==> config.mk <==
export PLATFORM = sky130hd
export DESIGN_NAME = pwmt_top
export DESIGN_NICKNAME = d
export VERILOG_FILES = /design/src/hw/pwmt_pkg.sv /design/src/hw/pwmt_top.sv
export VERILOG_INCLUDE_DIRS = /design/src /design/src/hw
export SDC_FILE = /design/constraint.sdc
export NUM_CORES = 1
export LEC_CHECK = 0
export BUFFER_PORTS_ARGS = -buffer_cell sky130_fd_sc_hd__buf_2
export CELL_PAD_IN_SITES_DETAIL_PLACEMENT = 1
export CELL_PAD_IN_SITES_GLOBAL_PLACEMENT = 1
export CORE_MARGIN = 2
export CORE_UTILIZATION = 58
export CTS_BUF_LIST = sky130_fd_sc_hd__clkbuf_4
export DETAILED_ROUTE_END_ITERATION = 12
export PLACE_DENSITY_LB_ADDON = 0.1
export SKIP_LAST_GASP = 1
export SLEW_MARGIN = 0
export SYNTH_ARGS = -nofsm -noshare
export SYNTH_HDL_FRONTEND = slang
export SYNTH_SLANG_ARGS = --single-unit
==> constraint.sdc <==
create_clock -name pclk -period 6.95 [get_ports pclk]
set_input_delay 0.695 -clock pclk [delete_from_list [all_inputs] [get_ports pclk]]
set_output_delay 0.695 -clock pclk [all_outputs]
set_load 0.005 [all_outputs]
==> src/hw/pwmt_consts.svh <==
// Register offsets, field positions and reset values of the modulating timer
`ifndef PWMT_CONSTS_SVH
`define PWMT_CONSTS_SVH
// ----------------------------------------
// Register byte offsets
// ----------------------------------------
`define PWMT_OFF_CTRL 8'h00
`define PWMT_OFF_TC   8'h04
`define PWMT_OFF_PR   8'h08
`define PWMT_OFF_PC   8'h0C
`define PWMT_OFF_MCR  8'h10
`define PWMT_OFF_CCR  8'h14
`define PWMT_OFF_EMR  8'h18
`define PWMT_OFF_PCR  8'h1C
`define PWMT_OFF_LER  8'h20
`define PWMT_OFF_IR   8'h24
`define PWMT_OFF_MR0  8'h28
`define PWMT_OFF_CR0  8'h44
`define PWMT_OFF_LAST 8'h48
// ----------------------------------------
// Control, PCR and IR field positions
// ----------------------------------------
`define PWMT_CTRL_EN    0
`define PWMT_CTRL_RST   1
`define PWMT_CTRL_PWM   2
`define PWMT_CTRL_MODE  3
`define PWMT_CTRL_CSEL  5
`define PWMT_CTRL_SLAVE 6
`define PWMT_PCR_ENA    7
`define PWMT_IR_CAP     7
// ----------------------------------------
// Reset values
// ----------------------------------------
`define PWMT_RST_WORD 32'h0000_0000
`define PWMT_RST_BIT  1'h0
`endif

==> src/hw/pwmt_pkg.sv <==
// Shared types of the modulating timer
package pwmt_pkg;
   // Count source select: bit 0 counts rising, bit 1 falling edges
   typedef enum logic [1:0] {
      PWMT_CNT_TIMER = 2'h0,
      PWMT_CNT_RISE  = 2'h1,
      PWMT_CNT_BOTH  = 2'h3,
      PWMT_CNT_FALL  = 2'h2
   } pwmt_cnt_mode_t;
   // Action of an external match output on its match
   typedef enum logic [1:0] {
      PWMT_EM_HOLD   = 2'h0,
      PWMT_EM_LOW    = 2'h1,
      PWMT_EM_HIGH   = 2'h2,
      PWMT_EM_TOGGLE = 2'h3
   } pwmt_em_act_t;
endpackage : pwmt_pkg

==> src/hw/pwmt_top.sv <==
// Timer/counter with seven matches, two captures and six modulated outputs
`timescale 1ns/1ps
`include "pwmt_consts.svh"

module pwmt_top (
   input  wire logic        pclk,
   input  wire logic        presetn,
   input  wire logic        psel,
   input  wire logic        penable,
   input  wire logic        pwrite,
   input  wire logic [7:0]  paddr,
   input  wire logic [31:0] pwdata,
   output logic      [31:0] prdata,
   output logic             pready,
   output logic             pslverr,
   input  wire logic [1:0]  cap_in,
   input  wire logic        sync_en_in,
   output logic             sync_en_out,
   output logic      [6:1]  pwm_out,
   output logic      [6:0]  match_out,
   output logic             irq
);
   // ----------------------------------------
   // State
   // ----------------------------------------
   logic [31:0] tc_r, pc_r, pr_r, prdata_r, rd_nxt;
   logic [31:0] mr_r     [7];
   logic [31:0] mr_act_r [7];
   logic [31:0] cr_r     [2];
   logic [6:0]  ctrl_r, ler_r, ext_r, match, m_int, m_rst, m_stp;
   logic [20:0] mcr_r;
   logic [5:0]  ccr_r;
   logic [13:0] emr_r, pcr_r;
   logic [8:0]  ir_r, ir_set;
   logic [6:1]  pq_r;
   logic [1:0]  cap_s1, cap_s2, cap_s3, cap_rise, cap_fall, cap_ev;
   logic        wr, run, src, adv, any_rst, any_stp, restart;
   pwmt_pkg::pwmt_cnt_mode_t mode;

   // ----------------------------------------
   // Bus decode
   // ----------------------------------------
   // True when addr falls on one of n words starting at base
   function automatic logic in_bank(input logic [7:0] addr, input logic [7:0] base, input int n);
      in_bank = (addr >= base) && (addr < 8'(base + 8'(4 * n))) && (addr[1:0] == 2'h0);
   endfunction : in_bank

   // Word index within a bank
   function automatic logic [2:0] bank_idx(input logic [7:0] addr, input logic [7:0] base);
      logic [7:0] d;
      d = addr - base;
      bank_idx = d[4:2];
   endfunction : bank_idx

   assign wr      = psel & penable & pwrite;
   assign pready  = 1'b1;                      // Zero wait states
   assign pslverr = psel & penable & ((paddr > `PWMT_OFF_LAST) | (paddr[1:0] != 2'h0));
   assign prdata  = prdata_r;

   // ----------------------------------------
   // Count source and prescaler
   // ----------------------------------------
   // Capture pins pass two flops; third flop feeds edge detection only
   always_ff @(posedge pclk or negedge presetn) begin
      if (!presetn) begin
         cap_s1 <= 2'h0;
         cap_s2 <= 2'h0;
         cap_s3 <= 2'h0;
      end else begin
         cap_s1 <= cap_in;
         cap_s2 <= cap_s1;
         cap_s3 <= cap_s2;
      end
   end

   assign cap_rise = cap_s2 & ~cap_s3;
   assign cap_fall = ~cap_s2 & cap_s3;
   assign mode     = pwmt_pkg::pwmt_cnt_mode_t'(ctrl_r[`PWMT_CTRL_MODE+:2]);
   // Counter mode counts the chosen edges of one capture pin
   assign src = (mode == pwmt_pkg::PWMT_CNT_TIMER) ? 1'b1 :
                (mode[0] & cap_rise[ctrl_r[`PWMT_CTRL_CSEL]]) |
                (mode[1] & cap_fall[ctrl_r[`PWMT_CTRL_CSEL]]);
   // Slave follows the master's enable so both start on one edge
   assign run = ctrl_r[`PWMT_CTRL_SLAVE] ? sync_en_in : ctrl_r[`PWMT_CTRL_EN];
   assign sync_en_out = ctrl_r[`PWMT_CTRL_EN];
   assign adv = run & ~ctrl_r[`PWMT_CTRL_RST] & src & (pc_r == pr_r);

   // ----------------------------------------
   // Match decode
   // ----------------------------------------
   // Match fires as the counter leaves the matching value, so a reset
   // on match zero gives a cycle of that value plus one counts
   genvar gi;
   generate
      for (gi = 0; gi < 7; gi++) begin : g_match
         assign match[gi] = adv & (tc_r == mr_act_r[gi]);
         assign m_int[gi] = mcr_r[3*gi];
         assign m_rst[gi] = mcr_r[3*gi+1];
         assign m_stp[gi] = mcr_r[3*gi+2];
      end
   endgenerate
   assign any_rst = |(match & m_rst);
   assign any_stp = |(match & m_stp);
   assign restart = match[0] & m_rst[0];

   // ----------------------------------------
   // Counter and prescale counter
   // ----------------------------------------
   always_ff @(posedge pclk or negedge presetn) begin
      if (!presetn) begin
         tc_r <= `PWMT_RST_WORD;
         pc_r <= `PWMT_RST_WORD;
      end else if (ctrl_r[`PWMT_CTRL_RST]) begin
         tc_r <= `PWMT_RST_WORD;
         pc_r <= `PWMT_RST_WORD;
      end else if (run & src) begin
         if (pc_r == pr_r) begin
            pc_r <= `PWMT_RST_WORD;
            tc_r <= any_rst ? `PWMT_RST_WORD : tc_r + 32'h0000_0001;
         end else begin
            pc_r <= pc_r + 32'h0000_0001;
         end
      end
   end

   // ----------------------------------------
   // Software registers
   // ----------------------------------------
   // A stop match wins over a write in the same cycle
   always_ff @(posedge pclk or negedge presetn) begin
      if (!presetn) begin
         ctrl_r <= 7'h00;
         pr_r   <= `PWMT_RST_WORD;
         mcr_r  <= 21'h00_0000;
         ccr_r  <= 6'h00;
         emr_r  <= 14'h0000;
         pcr_r  <= 14'h0000;
      end else begin
         if (wr && paddr == `PWMT_OFF_CTRL) ctrl_r <= pwdata[6:0];
         if (wr && paddr == `PWMT_OFF_PR)   pr_r   <= pwdata;
         if (wr && paddr == `PWMT_OFF_MCR)  mcr_r  <= pwdata[20:0];
         if (wr && paddr == `PWMT_OFF_CCR)  ccr_r  <= pwdata[5:0];
         if (wr && paddr == `PWMT_OFF_EMR)  emr_r  <= pwdata[13:0];
         if (wr && paddr == `PWMT_OFF_PCR)  pcr_r  <= pwdata[13:0];
         if (any_stp) ctrl_r[`PWMT_CTRL_EN] <= 1'b0;
      end
   end

   // Release bits clear at restart; a new write in that cycle survives
   always_ff @(posedge pclk or negedge presetn) begin
      if (!presetn) begin
         ler_r <= 7'h00;
      end else if (wr && paddr == `PWMT_OFF_LER) begin
         ler_r <= pwdata[6:0];
      end else if (restart) begin
         ler_r <= 7'h00;
      end
   end

   // ----------------------------------------
   // Match shadows
   // ----------------------------------------
   // In PWM mode active values change only at a cycle restart with the release bit set, so no pulse is torn; otherwise they follow every cycle
   generate
      for (gi = 0; gi < 7; gi++) begin : g_mr
         always_ff @(posedge pclk or negedge presetn) begin
            if (!presetn) begin
               mr_r[gi]     <= `PWMT_RST_WORD;
               mr_act_r[gi] <= `PWMT_RST_WORD;
            end else begin
               if (wr && in_bank(paddr, `PWMT_OFF_MR0, 7) && bank_idx(paddr, `PWMT_OFF_MR0) == 3'(gi))
                  mr_r[gi] <= pwdata;
               if (!ctrl_r[`PWMT_CTRL_PWM] || (restart && ler_r[gi]))
                  mr_act_r[gi] <= mr_r[gi];
            end
         end
      end
   endgenerate

   // ----------------------------------------
   // Capture
   // ----------------------------------------
   generate
      for (gi = 0; gi < 2; gi++) begin : g_cap
         assign cap_ev[gi] = (cap_rise[gi] & ccr_r[3*gi]) | (cap_fall[gi] & ccr_r[3*gi+1]);
         always_ff @(posedge pclk or negedge presetn) begin
            if (!presetn) cr_r[gi] <= `PWMT_RST_WORD;
            else if (cap_ev[gi]) cr_r[gi] <= tc_r;
         end
         assign ir_set[`PWMT_IR_CAP+gi] = cap_ev[gi] & ccr_r[3*gi+2];
      end
   endgenerate

   // ----------------------------------------
   // Event flags
   // ----------------------------------------
   // Write one to clear; a fresh event beats the clear
   assign ir_set[6:0] = match & m_int;
   always_ff @(posedge pclk or negedge presetn) begin
      if (!presetn) ir_r <= 9'h000;
      else ir_r <= (ir_r & ~((wr && paddr == `PWMT_OFF_IR) ? pwdata[8:0] : 9'h000)) | ir_set;
   end
   assign irq = |ir_r;

   // ----------------------------------------
   // External match outputs
   // ----------------------------------------
   generate
      for (gi = 0; gi < 7; gi++) begin : g_ext
         always_ff @(posedge pclk or negedge presetn) begin
            if (!presetn) begin
               ext_r[gi] <= `PWMT_RST_BIT;
            end else if (match[gi]) begin
               case (pwmt_pkg::pwmt_em_act_t'(emr_r[2*gi+:2]))
                  pwmt_pkg::PWMT_EM_LOW:    ext_r[gi] <= 1'b0;
                  pwmt_pkg::PWMT_EM_HIGH:   ext_r[gi] <= 1'b1;
                  pwmt_pkg::PWMT_EM_TOGGLE: ext_r[gi] <= ~ext_r[gi];
                  default:                  ext_r[gi] <= ext_r[gi];
               endcase
            end
         end
      end
   endgenerate
   assign match_out = ext_r;

   // ----------------------------------------
   // Modulated outputs
   // ----------------------------------------
   // Output n falls on match n; it rises on match zero when single-edged
   // or on match n-1 when double-edged. Fall wins a tie, so a fall match
   // equal to match zero holds a single-edge output constantly low.
   generate
      for (gi = 1; gi < 7; gi++) begin : g_pwm
         logic set_e;
         assign set_e = (gi >= 2 && pcr_r[gi]) ? match[gi-1] : match[0];
         always_ff @(posedge pclk or negedge presetn) begin
            if (!presetn) pq_r[gi] <= `PWMT_RST_BIT;
            else if (match[gi]) pq_r[gi] <= 1'b0;
            else if (set_e) pq_r[gi] <= 1'b1;
         end
         assign pwm_out[gi] = pq_r[gi] & pcr_r[`PWMT_PCR_ENA+gi] & ctrl_r[`PWMT_CTRL_PWM];
      end
   endgenerate

   // ----------------------------------------
   // Read data, captured in the setup phase
   // ----------------------------------------
   always_comb begin
      rd_nxt = `PWMT_RST_WORD;
      case (paddr)
         `PWMT_OFF_CTRL: rd_nxt = {25'h000_0000, ctrl_r};
         `PWMT_OFF_TC:   rd_nxt = tc_r;
         `PWMT_OFF_PR:   rd_nxt = pr_r;
         `PWMT_OFF_PC:   rd_nxt = pc_r;
         `PWMT_OFF_MCR:  rd_nxt = {11'h000, mcr_r};
         `PWMT_OFF_CCR:  rd_nxt = {26'h000_0000, ccr_r};
         `PWMT_OFF_EMR:  rd_nxt = {11'h000, ext_r, emr_r};
         `PWMT_OFF_PCR:  rd_nxt = {18'h0_0000, pcr_r};
         `PWMT_OFF_LER:  rd_nxt = {25'h000_0000, ler_r};
         `PWMT_OFF_IR:   rd_nxt = {23'h00_0000, ir_r};
         default: begin
            if (in_bank(paddr, `PWMT_OFF_MR0, 7)) rd_nxt = mr_r[bank_idx(paddr, `PWMT_OFF_MR0)];
            else if (in_bank(paddr, `PWMT_OFF_CR0, 2)) rd_nxt = cr_r[bank_idx(paddr, `PWMT_OFF_CR0) == 3'h1];
         end
      endcase
   end

   always_ff @(posedge pclk or negedge presetn) begin
      if (!presetn) prdata_r <= `PWMT_RST_WORD;
      else if (psel && !penable && !pwrite) prdata_r <= rd_nxt;
   end
endmodule : pwmt_top

# --- After elaboration in Yosys (flattened, before gate mapping) ---
# Cells that the tools add are included.
word_totals:
  elab_cells: 283
  register_bits: 737
  inputBits: 48
classes:
  add_sub_neg: 4
  order_cmp: 8
  n_eq_ne: 45
  mux: 51
  bitwise: 59
  n_reduce_logical: 72
op_table:
  columns: ["operator", "n"]
  rows:
  - ["32-bit 2-to-1 mux", 14]
  - ["32-bit one-hot mux with 10 select lines", 1]
  - ["32-bit equality test", 8]
  - ["32-bit binary-select mux with 3-bit select", 1]
  - ["32-bit by 1-bit adder with 32-bit output (second input constant)", 2]
  - ["1-bit bitwise AND", 35]
  - ["8-bit by 5-bit equality test with 1-bit output (second input constant)", 4]
  - ["1-bit logical AND", 29]
  - ["2-bit equality test (second input constant)", 14]
  - ["1-bit 2-to-1 mux", 25]
  - ["2-bit nonzero test", 11]
  - ["7-bit bitwise AND", 3]
  - ["1-bit one-hot mux with 3 select lines", 7]
  - ["3-bit nonzero test", 7]
  - ["8-bit by 4-bit equality test with 1-bit output (second input constant)", 2]
  - ["8-bit by 6-bit equality test with 1-bit output (second input constant)", 2]
  - ["8-bit by 7-bit less-than comparator with 1-bit output (second input constant)", 2]
  - ["2-bit AND reduction", 8]
  - ["2-bit by 1-bit equality test with 1-bit output (second input constant)", 7]
  - ["7-bit 2-to-1 mux", 2]
  - ["7-bit OR reduction", 2]
  - ["9-bit bitwise AND", 1]
  - ["3-bit equality test (second input constant)", 3]
  - ["9-bit 2-to-1 mux", 1]
  - ["other kinds (25)", 48]

# --- Logic depth before layout (Yosys ltp) ---
# Gate-level depths: netlist (run 1).
depth:
  depth_word: 16
  ltp_mapped: 11
  ltp_nobuf: 10

# --- Worst setup path after synthesis (run 1) ---
# OpenSTA, ideal clock, no wires.
synth_path:
  path_kind: "reg-to-reg"
  from: "register pc_r[27]"
  to: "register mr_act_r[100] (netlist bit)"
  setup_slack_ns: 4.040
  path_buffers: 2
  required_ns: 6.825
  t_arrival_ns: 2.786
  path_stages_with_launch: 10
  setup_ns: 0.125
  cell_sequence: "dfrtp_1 > buf_2 > xnor2_1 > nand4_1 > or4_1 > nor4_4 > nand3_2 > o21ai_1 > buf_6 > mux2_2"
synth_via:
  elab_chain_cells: 6
synth_rtl:
  columns: ["item", "line", "source"]
  rows:
  - ["start, declared", "pwmt_top.sv:26", "logic [31:0] tc_r, pc_r, pr_r, prdata_r, rd_nxt;"]
  - ["start signal, assigned", "pwmt_top.sv:112", "pc_r <= `PWMT_RST_WORD;"]
  - ["start signal, assigned", "pwmt_top.sv:115", "pc_r <= `PWMT_RST_WORD;"]
  - ["start signal, assigned", "pwmt_top.sv:118", "pc_r <= `PWMT_RST_WORD;"]
  - ["32-bit equality test", "pwmt_top.sv:86", "assign adv = run & ~ctrl_r[`PWMT_CTRL_RST] & src & (pc_r == pr_r);"]
  - ["1-bit bitwise AND", "pwmt_top.sv:86", null]
  - ["1-bit bitwise AND", "pwmt_top.sv:96", "assign match[gi] = adv & (tc_r == mr_act_r[gi]);"]
  - ["1-bit bitwise AND", "pwmt_top.sv:104", "assign restart = match[0] & m_rst[0];"]
  - ["1-bit logical AND", "pwmt_top.sv:173", "if (!ctrl_r[`PWMT_CTRL_PWM] || (restart && ler_r[gi]))"]
  - ["1-bit logical OR", "pwmt_top.sv:173", null]
  - ["end signal, assigned by index", "pwmt_top.sv:169", "mr_act_r[gi] <= `PWMT_RST_WORD;"]
  - ["end signal, assigned by index", "pwmt_top.sv:174", "mr_act_r[gi] <= mr_r[gi];"]
  - ["end, declared", "pwmt_top.sv:28", "logic [31:0] mr_act_r [7];"]
# No other way between the ends.
# A chain may end at the register's enable or synchronous reset.

# --- Final worst setup path (run 1) ---
layout_path:
  from: "register tc_r[24]"
  to: "register tc_r[9]"
layout_via:
  elab_chain_cells: 8
  elab_cells_between_ends: 20
  cone_classes: "eq/ne: 7; mux: 4; bitwise: 8; reduce/logical: 1"
layout_rtl:
  columns: ["item", "line", "source"]
  rows:
  - ["start, declared", "pwmt_top.sv:26", null]
  - ["start signal, assigned", "pwmt_top.sv:111", "tc_r <= `PWMT_RST_WORD;"]
  - ["start signal, assigned", "pwmt_top.sv:114", "tc_r <= `PWMT_RST_WORD;"]
  - ["start signal, assigned", "pwmt_top.sv:119", "tc_r <= any_rst ? `PWMT_RST_WORD : tc_r + 32'h0000_0001;"]
  - ["32-bit equality test", "pwmt_top.sv:96", null]
  - ["1-bit bitwise AND", "pwmt_top.sv:96", null]
  - ["7-bit bitwise AND *", "pwmt_top.sv:102", "assign any_rst = |(match & m_rst);"]
  - ["7-bit OR reduction *", "pwmt_top.sv:102", null]
  - ["32-bit 2-to-1 mux *", "pwmt_top.sv:119", null]
  - ["32-bit 2-to-1 mux *", "pwmt_top.sv:117", "if (pc_r == pr_r) begin"]
  - ["32-bit 2-to-1 mux *", "pwmt_top.sv:116", "end else if (run & src) begin"]
  - ["32-bit 2-to-1 mux *", "pwmt_top.sv:113", "end else if (ctrl_r[`PWMT_CTRL_RST]) begin"]
# Every way passes the cells marked *; elsewhere a longest branch is shown, timed or not. The select of a mux whose other input is x is not followed.

==> qor.csv, run 1 <==
stage,metric,value,unit
global_routing,vias in the first global route,28000,
floorplan,core area,0.0592,mm2
worst_setup_path,crit-path max cell delay,1140,ps
clock_network,Num CTS Buffers,194,
cells_and_area,nets,2977,
sta,Final Max Slew Viols,0,
sta,RSZ-0062 raised after global routing,no,
cells_and_area,share of post-route cells with drive strength above 1,38.2,%
logic_synthesis,Main synth FF type,dfrtp_1,
drt,DR pass1 iterations,7,
worst_setup_path,crit path cell chain,xor2_1 > nor4_1 > nand4_1 > nor2_1 > a22o_1 > nor2_1 > o211ai_1 > buf_4 > o21ai_0,
drt,DRT iter0 DRCs,2820,
logic_synthesis,Synth Register Bits,737,
floorplan,Core Rows,89,
worst_setup_path,CP Data Required Time,7870,ps
sta,Slew HR,2.75,%
worst_setup_path,worst flop-to-flop path startpoint,tc_r[24],
logic_synthesis,Post-synth EDFFs,0,
clock_network,clock sink total,737,
floorplan,initial core utilization,59.0,%
placement,GP Congestion,0.966,
global_routing,initial antenna violation count,5,
logic_synthesis,count of unique library cells instantiated by Yosys,60,
floorplan,Die Area,0.0622,mm2
clock_network,Post-CTS Setup Repair Bufs,0,
clock_network,H-tree levels,4,
cells_and_area,"most common cell after layout, fill and taps aside",dfrtp_1,
worst_setup_path,CP max stage cell,nor2_1,
pwr,maximum VDD drop,0.000161,V
sta,clock skew,72.1,ps
logic_synthesis,Syn Inst Count,2768,
worst_setup_path,kind of launch point of the worst setup path,flip-flop,
sta,Final Hold Viols,0,
worst_setup_path,reg2reg end,tc_r[9],
drt,vias per cell,6.71,
sta,endpoints failing setup,0,
clock_network,Clock Tree Buf Depth,3,
global_routing,first-pass GRT wire length,187000,um
sta,Final period util,63.3,%
drt,WL final,126000,um
drt,drt drc,0,
clock_network,CTS tree,done,
pwr,Power Total,9.45,mW
logic_synthesis,mapped cell area,0.0349,mm2
worst_setup_path,WS Path Type,flip-flop to flip-flop,
logic_synthesis,asr flop ratio synth,100,%
worst_setup_path,Worst Setup EP,tc_r[9],
floorplan,die height,249,um
drt,vias after detailed routing,25800,
worst_setup_path,Critical Path Start,tc_r[24],
global_routing,pin count of the biggest net entering global routing,189,
drt,Antenna Nets Post-Route,0,
clock_network,worst skew pair latency,1090,ps
cells_and_area,most frequent cells in the layout,"dfrtp_1 (737), mux2_2 (637), clkbuf_4 (301)",
worst_setup_path,most frequent CP cell,nor2_1,
clock_network,clk root buf,clkbuf_4,
job,Max-Cap Viols,0,
pwr,leak pwr,19.3,nW
min_path,Worst Hold Class,input port to flip-flop,
logic_synthesis,synthesized area per cell,12.6,um2
global_routing,gr usage total,41.3,%
sta,Max Fclk,227,MHz
cells_and_area,area delta synth->final,10.9,%
worst_setup_path,FF-to-FF path depth,9,
placement,Buffers on Ports,95,
sta,Worst-Margin Slew,1450,ps
global_routing,Congestion Overflow GR,0,
worst_setup_path,R2R Setup Slk,2550,ps
logic_synthesis,yosys synthesis warning count,0,
placement,Post-DP HPWL,85100,um
drt,wire per inst,32.8,um
floorplan,Die Wd,249,um
status,status,"finished, final reports clean",
pwr,Power Density,244,mW/mm2
logic_synthesis,Mapped Nets,2819,
sta,post-layout minimum cycle time,4400,ps
worst_setup_path,Critical Path Sink Type,flip-flop,
worst_setup_path,Critical Path AT,5320,ps
floorplan,Top Ports,97,
logic_synthesis,sequential element share of the synthesized area,52.8,%
clock_network,"Reg clk slew, reported paths",70,ps
sta,Fin Setup TNS,0,ps
worst_setup_path,crit-path max FO,30,
[flip-flops by register name, indices dropped and copies added (netlist names)]
| name | count |
|---|---|
| cr_r | 64 |
| tc_r | 32 |
| cap_s1 | 2 |
| ctrl_r | 7 |
| mr_r | 224 |
| ir_r | 9 |
| ler_r | 7 |
| pq_r | 6 |
| pr_r | 32 |
| mcr_r | 21 |
| cap_s2 | 2 |
| mr_act_r | 224 |
| pc_r | 32 |
| prdata | 32 |
| cap_s3 | 2 |
| pcr_r | 14 |
| ccr_r | 6 |
| match_out | 7 |
| emr_r | 14 |
[cell type report]
cell class | count | area, um2
fill | 5863 | 20500
sequential | 737 | 18400
multi-input combinational | 1812 | 15700
clock buffer | 301 | 2260
timing repair buffer | 159 | 1030
tap | 773 | 967
clock inverter | 38 | 267
inverter | 22 | 82.6
antenna | 3 | 7.51
[stage by stage]
step	hold WS, ps	worst slack, ps	instances	util (%)	area [um2]
final	97.5	2550	3845	65.4	38700
after global routing	85.1	2440	3844	65.4	38700
after CTS	6.39	2710	3842	65.3	38700
after detailed placement	345	2510	3500	61.0	36200
after global placement	337	2630	3500	61.0	36200
after floorplan	331	4040	2768	-	34900
[Yosys cell counts, types with 5 or more instances]
master | n | share of area (%)
nand4_1 | 61 | 1.1
nand3b_1 | 5 | 0.11
o21ai_0 | 66 | 0.95
a222oi_1 | 21 | 0.60
buf_1 | 45 | 0.48
nor2_1 | 105 | 1.1
o22ai_1 | 26 | 0.47
a21oi_1 | 20 | 0.29
nor2b_1 | 5 | 0.090
nand3_1 | 67 | 0.96
nor3_1 | 6 | 0.086
and4_1 | 8 | 0.20
xnor2_1 | 179 | 4.5
mux2_2 | 637 | 21
a221oi_1 | 19 | 0.48
xor2_1 | 125 | 3.1
nor4_1 | 36 | 0.64
or3_1 | 5 | 0.090
and3_1 | 33 | 0.59
and2_1 | 8 | 0.14
o21ai_1 | 6 | 0.086
nand2_1 | 152 | 1.6
inv_1 | 22 | 0.24
o221ai_1 | 6 | 0.15
mux4_2 | 32 | 2.1
mux2i_1 | 33 | 0.95
a41oi_1 | 8 | 0.20
a22o_1 | 23 | 0.58
a31oi_1 | 18 | 0.32
buf_6 | 18 | 0.58
a22oi_1 | 61 | 1.3
clkbuf_1 | 127 | 1.4
dfrtp_1 | 737 | 53
[cell families (layout without fill, tap and decap cells)]
logic type,Yosys count,in the layout,synth area share (%)
DFF,737,737,52.8
xor gates and xnor gates,304,304,7.62
and+or+nand+nor,508,508,7.18
muxes,703,703,23.6
AOI/OAI and AO/OA,293,293,5.90
adders and majority gates,3,3,0.107
other,1,4,0.0107
buffers and inverters,219,520,2.79
[report_power, final]
part	leakage, nW	internal [mW]	switching (mW)
registers	10.2	4.40	0.0965
clock network	1.50	2.07	1.91
logic	7.63	0.278	0.687
[how the worst min path moves through the flow]
| stage | depth (start not counted) | to | slack (ps) | start |
|---|---|---|---|---|
| floorplan | 0 | cap_s2[0] | 330 | cap_s1[0] |
| global placement | 0 | cap_s2[0] | 340 | cap_s1[0] |
| detailed placement | 0 | cap_s2[1] | 340 | cap_s1[1] |
| CTS | 2 | mr_r[22] | 6 | pwdata[22] |
| global route | 2 | mr_r[22] | 90 | pwdata[22] |
| finish | 2 | pr_r[28] | 100 | pwdata[28] |
[routing by layer]
layer	track usage, %	vias to the layer above	routed length [um]
li1	-	10400	-
met1	53.0	13600	48300
met2	63.7	1426	57400
met3	9.66	417	11600
met4	26.1	0	8890
met5	0	-	0
[critical path: cells and delay by family, from the launching register on]
family	cells	cell delay [ps]
xor+xnor	1	190
simple gates	4	2060
buf+inv	1	390
compound gates	3	700
flops	1	910
[timing repair]
item	in CTS	in global routing
hold endpoints to repair	83	0
hold buffers	3	0
gates resized for setup	0	0
(Power assumes the default switching activity.)
==> run 2: changes to the inputs <==
Settings changed: CORE_UTILIZATION 58 to 54.
Clock period 6.95 ns to 4.4 ns, I/O delays scaled along.
==> run 2 against run 1 <==
Net effect: sequential power grew 59%; clock skew is 16 ps lower; sequential share of layout area is 0.90 points lower; total power rose by 58%; register-to-register slack worse by 2200 ps; critical path depth fell by 1; final cell count grew 3.8%; critical path type unchanged; critical endpoint is now mr_act_r[62].
==> qor.csv, run 2 (same netlist as run 1, synthesis figures left out) <==
stage,metric,value,unit,change
sta,post-layout minimum cycle time,4070,ps,-331 ps
sta,setup ws final,332,ps,-2220 ps
placement,pre-CTS setup slack,526,ps,-1980 ps
clock_network,clk root buf,clkbuf_4,,
floorplan,initial core utilization,54.4,%,-4.6 points
drt,wire per inst,30.9,um,-5.8%
min_path,Worst Hold Class,input port to asynchronous set/reset pin,,
clock_network,"Reg clk slew, reported paths",70,ps,about the same
placement,Buffers on Ports,95,,unchanged
clock_network,Post-CTS Setup Repair Bufs,0,,unchanged
drt,vias after detailed routing,25400,,-1.7%
worst_setup_path,Critical Path AT,5000,ps,-320 ps
global_routing,Congestion Overflow GR,0,,unchanged
cells_and_area,nets,3046,,+2.3%
floorplan,Core Rows,93,,+4.5%
global_routing,first-pass GRT wire length,183000,um,-2.4%
sta,RSZ-0062 raised after global routing,no,,
global_routing,gr busiest metal,met2,,
clock_network,Num CTS Buffers,197,,+1.5%
clock_network,clock sink total,737,,unchanged
cells_and_area,fill count,6422,,+9.5%
worst_setup_path,R2R Setup Slk,330,ps,-2220 ps
global_routing,vias in the first global route,27500,,-2.1%
floorplan,core area,0.0642,mm2,+8.4%
clock_network,CTS tree,done,,
drt,DR pass1 iterations,8,,+1
sta,Fin Setup TNS,0,ps,unchanged
pwr,Power Total,14.9,mW,+58%
cells_and_area,Finished Layout Cells,3991,,+3.8%
worst_setup_path,Critical Path Start,tc_r[6],,
sta,Max Fclk,246,MHz,+8.1%
drt,WL final,123000,um,-2.3%
floorplan,Top Ports,97,,unchanged
global_routing,met1 usage,49.2,%,-3.7 points
placement,GP Congestion,0.995,,+3.0%
drt,drt drc,0,,unchanged
worst_setup_path,Worst Setup EP,mr_act_r[62],,
worst_setup_path,Critical Path Sink Type,flip-flop,,
drt,DRT iter0 DRCs,2196,,-22%
worst_setup_path,crit-path max cell delay,650,ps,-490 ps
cells_and_area,final instance area,0.0395,mm2,+1.9%
clock_network,H-tree levels,4,,unchanged
job,Max-Cap Viols,0,,unchanged
global_routing,gr usage total,37.6,%,-3.7 points
sta,Final Hold Viols,0,,unchanged
global_routing,met2 usage,59.4,%,-4.3 points
placement,Post-Place Cell Area,0.0366,mm2,+1.1%
worst_setup_path,WS Path Type,flip-flop to flip-flop,,
cells_and_area,share of post-route cells with drive strength above 1,38.0,%,-0.14 points
cells_and_area,most frequent cells in the layout,"dfrtp_1 (737), mux2_2 (637), clkbuf_4 (284)",,
cells_and_area,Layout Utilization,61.4,%,-3.9 points
global_routing,pin count of the biggest net entering global routing,106,,-44%
drt,vias per cell,6.36,,-5.3%
worst_setup_path,CP Data Required Time,5330,ps,-2540 ps
floorplan,Die Wd,258,um,+3.6%
sta,Worst-Margin Slew,1260,ps,-192 ps
sta,clock skew,56.4,ps,-15.8 ps
cells_and_area,"most common cell after layout, fill and taps aside",dfrtp_1,,
global_routing,initial antenna violation count,2,,-3
worst_setup_path,CP max stage cell,dfrtp_1,,
sta,Final period util,92.5,%,+29 points
clock_network,worst skew pair latency,1070,ps,-20 ps
worst_setup_path,crit-path max FO,32,,+6.7%
cells_and_area,area delta synth->final,13.0,%,
floorplan,Die Area,0.0667,mm2,+7.3%
sta,endpoints failing setup,0,,unchanged
clock_network,Clock Tree Buf Depth,3,,unchanged
sta,Final Max Slew Viols,0,,unchanged
pwr,Power Density,377,mW/mm2,+55%
placement,Cells after DPL,3613,,+3.2%
placement,Post-DP HPWL,87600,um,+2.9%
cells_and_area,largest registers,"mr_act_r x224, mr_r x224, cr_r x64",,
sta,hold slack,70.4,ps,-27.1 ps
floorplan,die height,258,um,+3.6%
worst_setup_path,crit path cell chain,xor2_1 > nor4_1 > nand4_1 > nor2_1 > nand3_2 > o21ai_4 > buf_4 > mux2_2,,
sta,Slew HR,15.9,%,+13 points
pwr,maximum VDD drop,0.000251,V,+56%
global_routing,met3 Use GR,7.51,%,-2.1 points
worst_setup_path,reg2reg end,mr_act_r[62],,
worst_setup_path,FF-to-FF path depth,8,,-1
pwr,leak pwr,19.6,nW,+1.5%
worst_setup_path,kind of launch point of the worst setup path,flip-flop,,
drt,Antenna Nets Post-Route,0,,unchanged
status,status,"finished, final reports clean",,
worst_setup_path,worst flop-to-flop path startpoint,tc_r[6],,
## run 2: cell types whose count changed in the layout (fill, tap and decap cells not counted), sizes merged, moves of 3 or more
cell,before,now
diode,3,8
dlygate4sd3,3,38
clkinv,26,36
buf,156,187
bufinv,3,6
clkbuf,301,284
## run 2: worst max-delay path: cells and delay by family, from the launching register on
kind,cells,cell delay [ps]
simple gates,4,1760
flops,1,650
buf+inv,1,480
mux,1,410
compound gates,1,330
xor+xnor,1,270
## run 2: worst min path at each step
stage | start | end | slack, ps | cells past startpoint
after global placement | cap_s1[0] | cap_s2[0] | 340 | 0
final | presetn | ccr_r[3] | 70 | 2
after global routing | cap_in[1] | cap_s1[1] | 20 | 2
after floorplan | presetn | cap_s1[0] | 140 | 0
after CTS | cap_in[1] | cap_s1[1] | 20 | 2
after detailed placement | cap_s1[0] | cap_s2[0] | 360 | 0
## run 2: report_power, final
part	leakage (nW)	internal (mW)	switching (mW)
clock	1.47	3.28	2.96
combinational	7.95	0.498	1.00
sequential	10.2	6.96	0.188
## run 2: layout make-up
class,instances,area [um2],area share [%]
Antenna cell,8,20.0,0.0507
Tap cell,855,1070,2.71
Timing Repair Buffer,225,1690,4.27
Sequential cell,737,18400,46.7
Clock buffer,284,2130,5.40
Clock inverter,48,358,0.907
Inverter,22,82.6,0.209
Multi-Input combinational cell,1812,15700,39.7
## run 2: routing by layer
| layer | vias to the layer above | routed length (um) | part of all wire [%] |
|---|---|---|---|
| met3 | 307 | 8670 | 7.0 |
| met4 | 0 | 6660 | 5.4 |
| li1 | 10500 | - | - |
| met1 | 13400 | 50000 | 41 |
| met5 | - | 0 | 0 |
| met2 | 1094 | 58000 | 47 |
## run 2: timing repair
action	CTS	global route
gates resized for setup	0	0
endpoints found under the hold margin	429	0
hold buffers	38	0
